[config.mk]
export PLATFORM = sky130hd
export DESIGN_NAME = imc_core
export DESIGN_NICKNAME = d
export VERILOG_FILES = /design/src/inc/imc_pkg.sv /design/src/core/imc_core.sv
export SDC_FILE = /design/constraint.sdc
export NUM_CORES = 1
export LEC_CHECK = 0
export CORE_MARGIN = 2
export CORE_UTILIZATION = 35
export CTS_BUF_LIST = sky130_fd_sc_hd__clkbuf_16
export CTS_CLUSTER_DIAMETER = 30
export DETAILED_ROUTE_END_ITERATION = 8
export DONT_BUFFER_PORTS = 1
export GPL_TIMING_DRIVEN = 0
export PLACE_DENSITY = 0.53
export SETUP_SLACK_MARGIN = 0.15
export SLEW_MARGIN = 10
export SYNTH_ARGS = -nofsm -noshare
export SYNTH_HDL_FRONTEND = slang
export SYNTH_SLANG_ARGS = --single-unit
[constraint.sdc]
create_clock -name clk_sys_i -period 2.4 [get_ports clk_sys_i]
set_input_delay 0.36 -clock clk_sys_i [delete_from_list [all_inputs] [get_ports clk_sys_i]]
set_output_delay 0.36 -clock clk_sys_i [all_outputs]
set_load 0.02 [all_outputs]
[src/inc/imc_pkg.sv]
// package: constants, register map and carrier types for the input mapping and mode control block
package imc_pkg;
   localparam int unsigned NUM_CH = 8;
   // register byte offsets
   localparam logic [7:0] OFF_CHAN_DRIVE = 8'h00;
   localparam logic [7:0] OFF_IN0_MAP = 8'h04;
   localparam logic [7:0] OFF_IN1_MAP = 8'h08;
   localparam logic [7:0] OFF_IN_LEVEL = 8'h0C;
   localparam logic [7:0] OFF_MODE_STAT = 8'h10;
   // reset values
   localparam logic [7:0] RST_CHAN_DRIVE = 8'h00;
   localparam logic [7:0] RST_IN0_MAP = 8'h04;
   localparam logic [7:0] RST_IN1_MAP = 8'h08;
   // mode status field positions
   localparam int unsigned MS_MODE_LSB = 0;
   localparam int unsigned MS_BUS_OK = 2;
   localparam int unsigned MS_UV_EN = 3;
   localparam int unsigned MS_BAT_OK = 4;
   localparam logic [31:0] ERR_DATA = 32'h0000_0000;

   typedef enum logic [1:0]
   {
      MODE_ACTIVE = 2'b00,
      MODE_SLEEP = 2'b01,
      MODE_FAILSAFE = 2'b10
   } imc_mode_t;

   typedef struct packed
   {
      logic psel;
      logic penable;
      logic pwrite;
      logic [7:0] paddr;
      logic [31:0] pwdata;
   } imc_apb_req_t;

   typedef struct packed
   {
      logic prdata_dummy;
      logic pready;
      logic pslverr;
      logic [31:0] prdata;
   } imc_apb_rsp_t;

   typedef struct packed
   {
      logic batt_uv;
      logic batt_op;
      logic logic_uv;
   } imc_supply_t;
endpackage : imc_pkg

[src/core/imc_core.sv]
// module: direct input mapping, mode control and supply gating with an APB register file
`timescale 1ns/1ps
module imc_core
(
   input wire logic clk_sys_i,
   input wire logic rst_i,
   input wire imc_pkg::imc_apb_req_t apb_req_i,
   output imc_pkg::imc_apb_rsp_t apb_rsp_o,
   input wire logic direct_input_0_i,
   input wire logic direct_input_1_i,
   input wire logic low_power_req_i,
   input wire imc_pkg::imc_supply_t supply_i,
   output logic [7:0] chan_drive_o,
   output imc_pkg::imc_mode_t mode_o,
   output logic uv_detect_en_o,
   output logic serial_out_en_o
);
   ////////////////////////////////////////////////////////////////////////////
   // synchronisers
   logic [2:0] pin_meta_reg;
   logic [2:0] pin_sync_reg;
   logic [2:0] sup_meta_reg;
   logic [2:0] sup_sync_reg;
   logic in0;
   logic in1;
   logic lp_req;
   logic batt_uv;
   logic batt_op;
   logic logic_uv;

   always_ff @(posedge clk_sys_i or posedge rst_i)
   begin
      if (rst_i)
      begin
         pin_meta_reg <= 3'h4;
         pin_sync_reg <= 3'h4;
         sup_meta_reg <= 3'h0;
         sup_sync_reg <= 3'h0;
      end
      else
      begin
         pin_meta_reg <= {low_power_req_i, direct_input_1_i, direct_input_0_i};
         pin_sync_reg <= pin_meta_reg;
         sup_meta_reg <= {supply_i.batt_uv, supply_i.batt_op, supply_i.logic_uv};
         sup_sync_reg <= sup_meta_reg;
      end
   end

   assign in0 = pin_sync_reg[0];
   assign in1 = pin_sync_reg[1];
   assign lp_req = pin_sync_reg[2];
   assign batt_uv = sup_sync_reg[2];
   assign batt_op = sup_sync_reg[1];
   assign logic_uv = sup_sync_reg[0];

   ////////////////////////////////////////////////////////////////////////////
   // mode decision
   imc_pkg::imc_mode_t mode_next;
   logic sleep_req;
   logic uv_en;
   logic regs_clear;
   logic bus_ok;

   always_comb
   begin
      case ({lp_req, in0 | in1})
         2'b00: mode_next = imc_pkg::MODE_SLEEP;
         2'b01: mode_next = imc_pkg::MODE_FAILSAFE;
         2'b10: mode_next = imc_pkg::MODE_ACTIVE;
         2'b11: mode_next = imc_pkg::MODE_ACTIVE;
         default: mode_next = imc_pkg::MODE_ACTIVE;
      endcase
   end

   assign sleep_req = (mode_next == imc_pkg::MODE_SLEEP);
   assign uv_en = !sleep_req;
   assign regs_clear = !lp_req || (uv_en && logic_uv);
   assign bus_ok = !sleep_req && !(uv_en && logic_uv);

   always_ff @(posedge clk_sys_i or posedge rst_i)
   begin
      if (rst_i)
      begin
         mode_o <= imc_pkg::MODE_ACTIVE;
         uv_detect_en_o <= 1'b1;
         serial_out_en_o <= 1'b0;
      end
      else
      begin
         mode_o <= mode_next;
         uv_detect_en_o <= uv_en;
         serial_out_en_o <= bus_ok && apb_req_i.psel && !apb_req_i.pwrite;
      end
   end

   ////////////////////////////////////////////////////////////////////////////
   // register file
   logic [7:0] chan_reg;
   logic [7:0] map0_reg;
   logic [7:0] map1_reg;
   logic acc;
   logic rdy_reg;
   logic wr_acc;
   logic mapped;

   assign acc = apb_req_i.psel && apb_req_i.penable;
   // write lands only at the edge that sees pready high
   assign wr_acc = acc && rdy_reg && apb_req_i.pwrite && bus_ok;
   assign mapped = (apb_req_i.paddr == imc_pkg::OFF_CHAN_DRIVE) || (apb_req_i.paddr == imc_pkg::OFF_IN0_MAP)
      || (apb_req_i.paddr == imc_pkg::OFF_IN1_MAP) || (apb_req_i.paddr == imc_pkg::OFF_IN_LEVEL)
      || (apb_req_i.paddr == imc_pkg::OFF_MODE_STAT);

   always_ff @(posedge clk_sys_i or posedge rst_i)
   begin
      if (rst_i)
      begin
         chan_reg <= imc_pkg::RST_CHAN_DRIVE;
         map0_reg <= imc_pkg::RST_IN0_MAP;
         map1_reg <= imc_pkg::RST_IN1_MAP;
      end
      else if (regs_clear)
      begin
         chan_reg <= imc_pkg::RST_CHAN_DRIVE;
         map0_reg <= imc_pkg::RST_IN0_MAP;
         map1_reg <= imc_pkg::RST_IN1_MAP;
      end
      else if (wr_acc)
      begin
         if (apb_req_i.paddr == imc_pkg::OFF_CHAN_DRIVE)
            chan_reg <= apb_req_i.pwdata[7:0];
         if (apb_req_i.paddr == imc_pkg::OFF_IN0_MAP)
            map0_reg <= apb_req_i.pwdata[7:0];
         if (apb_req_i.paddr == imc_pkg::OFF_IN1_MAP)
            map1_reg <= apb_req_i.pwdata[7:0];
      end
   end

   logic [31:0] rd_data;

   always_comb
   begin
      rd_data = imc_pkg::ERR_DATA;
      case (apb_req_i.paddr)
         imc_pkg::OFF_CHAN_DRIVE: rd_data = {24'h00_0000, chan_reg};
         imc_pkg::OFF_IN0_MAP: rd_data = {24'h00_0000, map0_reg};
         imc_pkg::OFF_IN1_MAP: rd_data = {24'h00_0000, map1_reg};
         imc_pkg::OFF_IN_LEVEL: rd_data = {30'h0000_0000, in1, in0};
         imc_pkg::OFF_MODE_STAT: rd_data = {27'h000_0000, batt_op, uv_en, bus_ok, mode_next};
         default: rd_data = imc_pkg::ERR_DATA;
      endcase
   end

   // single-wait-state slave: pready one cycle after access begins
   always_ff @(posedge clk_sys_i or posedge rst_i)
   begin
      if (rst_i)
         rdy_reg <= 1'b0;
      else
         rdy_reg <= acc && !rdy_reg;
   end

   always_ff @(posedge clk_sys_i or posedge rst_i)
   begin
      if (rst_i)
         apb_rsp_o <= '0;
      else
      begin
         apb_rsp_o.prdata_dummy <= 1'b0;
         apb_rsp_o.pready <= acc && !rdy_reg;
         apb_rsp_o.pslverr <= acc && !rdy_reg && (!mapped || !bus_ok);
         apb_rsp_o.prdata <= (acc && !rdy_reg && bus_ok) ? rd_data : imc_pkg::ERR_DATA;
      end
   end

   ////////////////////////////////////////////////////////////////////////////
   // channel drive
   logic [7:0] demand;
   logic [7:0] default_map;

   assign default_map = (in0 ? imc_pkg::RST_IN0_MAP : 8'h00) | (in1 ? imc_pkg::RST_IN1_MAP : 8'h00);

   always_comb
   begin
      demand = chan_reg | (in0 ? map0_reg : 8'h00) | (in1 ? map1_reg : 8'h00);
      if (mode_next == imc_pkg::MODE_FAILSAFE)
         demand = default_map;
      else if (sleep_req)
         demand = 8'h00;
   end

   always_ff @(posedge clk_sys_i or posedge rst_i)
   begin
      if (rst_i)
         chan_drive_o <= 8'h00;
      else if (uv_en && batt_uv)
         chan_drive_o <= 8'h00;
      else if (!batt_op)
         chan_drive_o <= chan_drive_o & demand;
      else
         chan_drive_o <= demand;
   end
endmodule : imc_core

==> out/qor.yml <==
synth:
  synth_top_cell_by_area: "dfrtp_1"
  synth_commonest_cells: "dfrtp_1, nor2_1, buf_4, mux2i_1, a22oi_1"
  ys_warn_count: 0
  yosysMostFrequentCell: "dfrtp_1"
  synth_area_mm2: 0.00262
  async_flop_share_pct: 100
  ys.flop_type: "dfrtp_1"
  synth_edf_count: 0
  ys_seq_elements: 58
  synth_top_area_share_pct: 50.6
  syn-instance-count: 230
  synth_cell_types: 34
  ys_seq_area_share_pct: 55.6
  synth.area.top_cells: "dfrtp_1, mux2i_1, buf_4"
  avgSynthCellArea_um2: 11.4
timing:
  period_minus_slack_ps: 1970
  min_period_over_period_pct: 82.0
  relSlewSlack_pct: 28.8
  hold_violations: 0
  worstMarginPinSlew_ps: 1050
  max_freq_mhz: 508
  setup_viol: 0
  final_max_slew_viol_count: 0
  rsz0062_at_grt: "no"
  clock-skew-final_ps: 5.18
detailed_routing:
  detail_route.wl_per_cell_um: 16.7
  viasPerCell: 4.82
  dr.pass1.iters: 5
  drt_iter0_drc: 110
  routed_wl_um: 6160
  drc: 0
  ant_nets: 0
  vias: 1784
die:
  start_util_pct: 36.2
  die_w_um: 90.6
  die_area_mm2: 0.00820
  fp-row-count: 31
  io_pins: 98
  core_mm2: 0.00725
  die_h_um: 90.6
placement:
  dp_hpwl_um: 4270
  gp_congestion: 0.783
  dpl.cell_count: 354
  port_buffers: 0
critical_path:
  max_stage_delay_ps: 880
  critical_path.cell_chain: "nor4b_1 > a22oi_1 > nand3b_1 > a21oi_1"
  rr_endpoint: "map1_reg[1]$_DFFE_PP0P_"
  critPathKind: "in2reg"
  endpoint_kind: "register"
  crit_buf_inv: 0
  crit_required_ps: 2630
  crit_family: "simple AND/OR/NAND/NOR gates"
  regToRegStartpoint: "apb_rsp_o[33]$_DFF_PP0_"
  rr_worst_depth: 4
  critPathMaxFanout: 8
  r2r_setup_slack_ps: 470
  start_kind: "input pin"
  worstPathArrival_ps: 2200
  cp_slowest_cell: "nor4b_1"
final_layout:
  stdcell_count: 370
  n_antenna_cell: 0
  drive_gt1_share_pct: 20.7
  regMostFlops: "apb_rsp_o"
  area_delta_synth_final_pct: 19.8
  multiInputGateArea_mm2: 0.00101
  largest_reg_flops: 10
  seqCellArea_mm2: 0.00146
  final_util_pct: 43.3
  fillers: 721
  final_nets: 317
clock_tree:
  postCtsSetupBuffers: 0
  htree_levels: 3
  cts_resized: 0
  clk_pin_slew_ps: 50
  worstSkewPairLatency_ps: 330
  clock_sinks: 58
  cts-root-buf: "clkbuf_16"
  cts_tree: "yes"
  cts_inserted_buffers: 9
  clock_path_buffers: 2
  holdBufCountCts: 0
global_routing:
  track_usage_pct: 16.6
  grt-ovfl-total: 0
  grt_pass1_vias: 1865
  antenna_found_initial: 0
  grt_max_degree: 34
  grt_first_pass_wirelength_um: 10200
hold_path:
  hold_start: "low_power_req_i"
  hold_class: "in2reg"
  hold_depth: 0
  min_to: "pin_meta_reg[2]$_DFF_PP1_"
status:
  outcome: "completed"
pwr:
  ir_drop_mv: 0.383
  static-leakage-power_uw: 0.00137
  powerDensity_mw_per_mm2: 758
job:
  maxCapViolations: 0
-- per-layer routing --
metal,vias to the layer above,track usage [%],wire [µm]
li1,836,-,-
met1,863,21.1,2620
met2,79,24.7,2920
met3,6,7.43,557
met4,0,6.28,69
met5,-,0,0
-- report_power, final --
group | switching [µW] | internal (µW) | leakage, µW | total, µW
sequential | 15.5 | 999 | 0.000764 | 1010
clock | 427 | 790 | 0.000148 | 1220
combinational | 100 | 51.9 | 0.000455 | 152
total | 543 | 1840 | 0.00137 | 2380
-- worst max path at each step --
stage                        startpoint                   endpoint  slack (ps)  depth (start not counted)
final                     apb_req_i[37]     apb_rsp_o[7]$_DFF_PP0_         430                          4
after global routing      apb_req_i[37]     apb_rsp_o[3]$_DFF_PP0_         220                          5
after CTS                 apb_req_i[37]     apb_rsp_o[7]$_DFF_PP0_         410                          4
after detailed placement  apb_req_i[37]     apb_rsp_o[7]$_DFF_PP0_         110                          4
after global placement            rst_i  chan_drive_o[5]$_DFF_PP0_         -60                          1
after floorplan           apb_req_i[37]    map0_reg[0]$_DFFE_PP0P_         390                          5
-- area by class of cell --
cell class,count,share of cell area [%]
flip-flops and latches,58,46.4
multi-input cells,160,32.3
plain buffers,33,7.29
clock buffers,9,7.17
well taps,99,3.94
clock inverters,7,1.95
repair buffers,1,0.637
inverters,3,0.358
-- through the flow --
stage               TNS (ps)  instance area (µm²)  power, µW  hold WS, ps  worst slack, ps
global placement       -3100                 2840       1180          332            -61.3
finish                     0                 3140       2380         32.2              431
floorplan                  0                 2710       1150          331              390
detailed placement         0                 2860       1180          336              107
global route               0                 3140       2480         14.3              215
CTS                        0                 3140       2410         21.7              414
-- cells in the final DEF, fill, tap and decap left out, drive strengths merged --
cell type  instances
dfrtp             53
nor2              34
buf               28
conb              25
mux2i             24
clkbuf            15
a22oi             11
nor3              10
a21oi              8
nand2              8
nand2b             6
a221oi             6
dfstp              5
clkinv             5
o21ai              4
inv                4
nor4               4
o211a              2
nor4b              2
a22o               2
mux2               2
o22a               2
or4                2
or2                1
nand4              1
or3                1
o21ba              1
nand3b             1
a32oi              1
nor2b              1
o31a               1
bufinv             1
-- cells by family after synthesis --
family | Yosys count | synth area share [%]
other cells | 1 | 0.143
buf+inv | 36 | 9.16
simple gates | 71 | 14.5
mux | 26 | 10.0
flops | 58 | 55.6
compound gates | 38 | 10.6
Power figures use the tool's default switching activity.
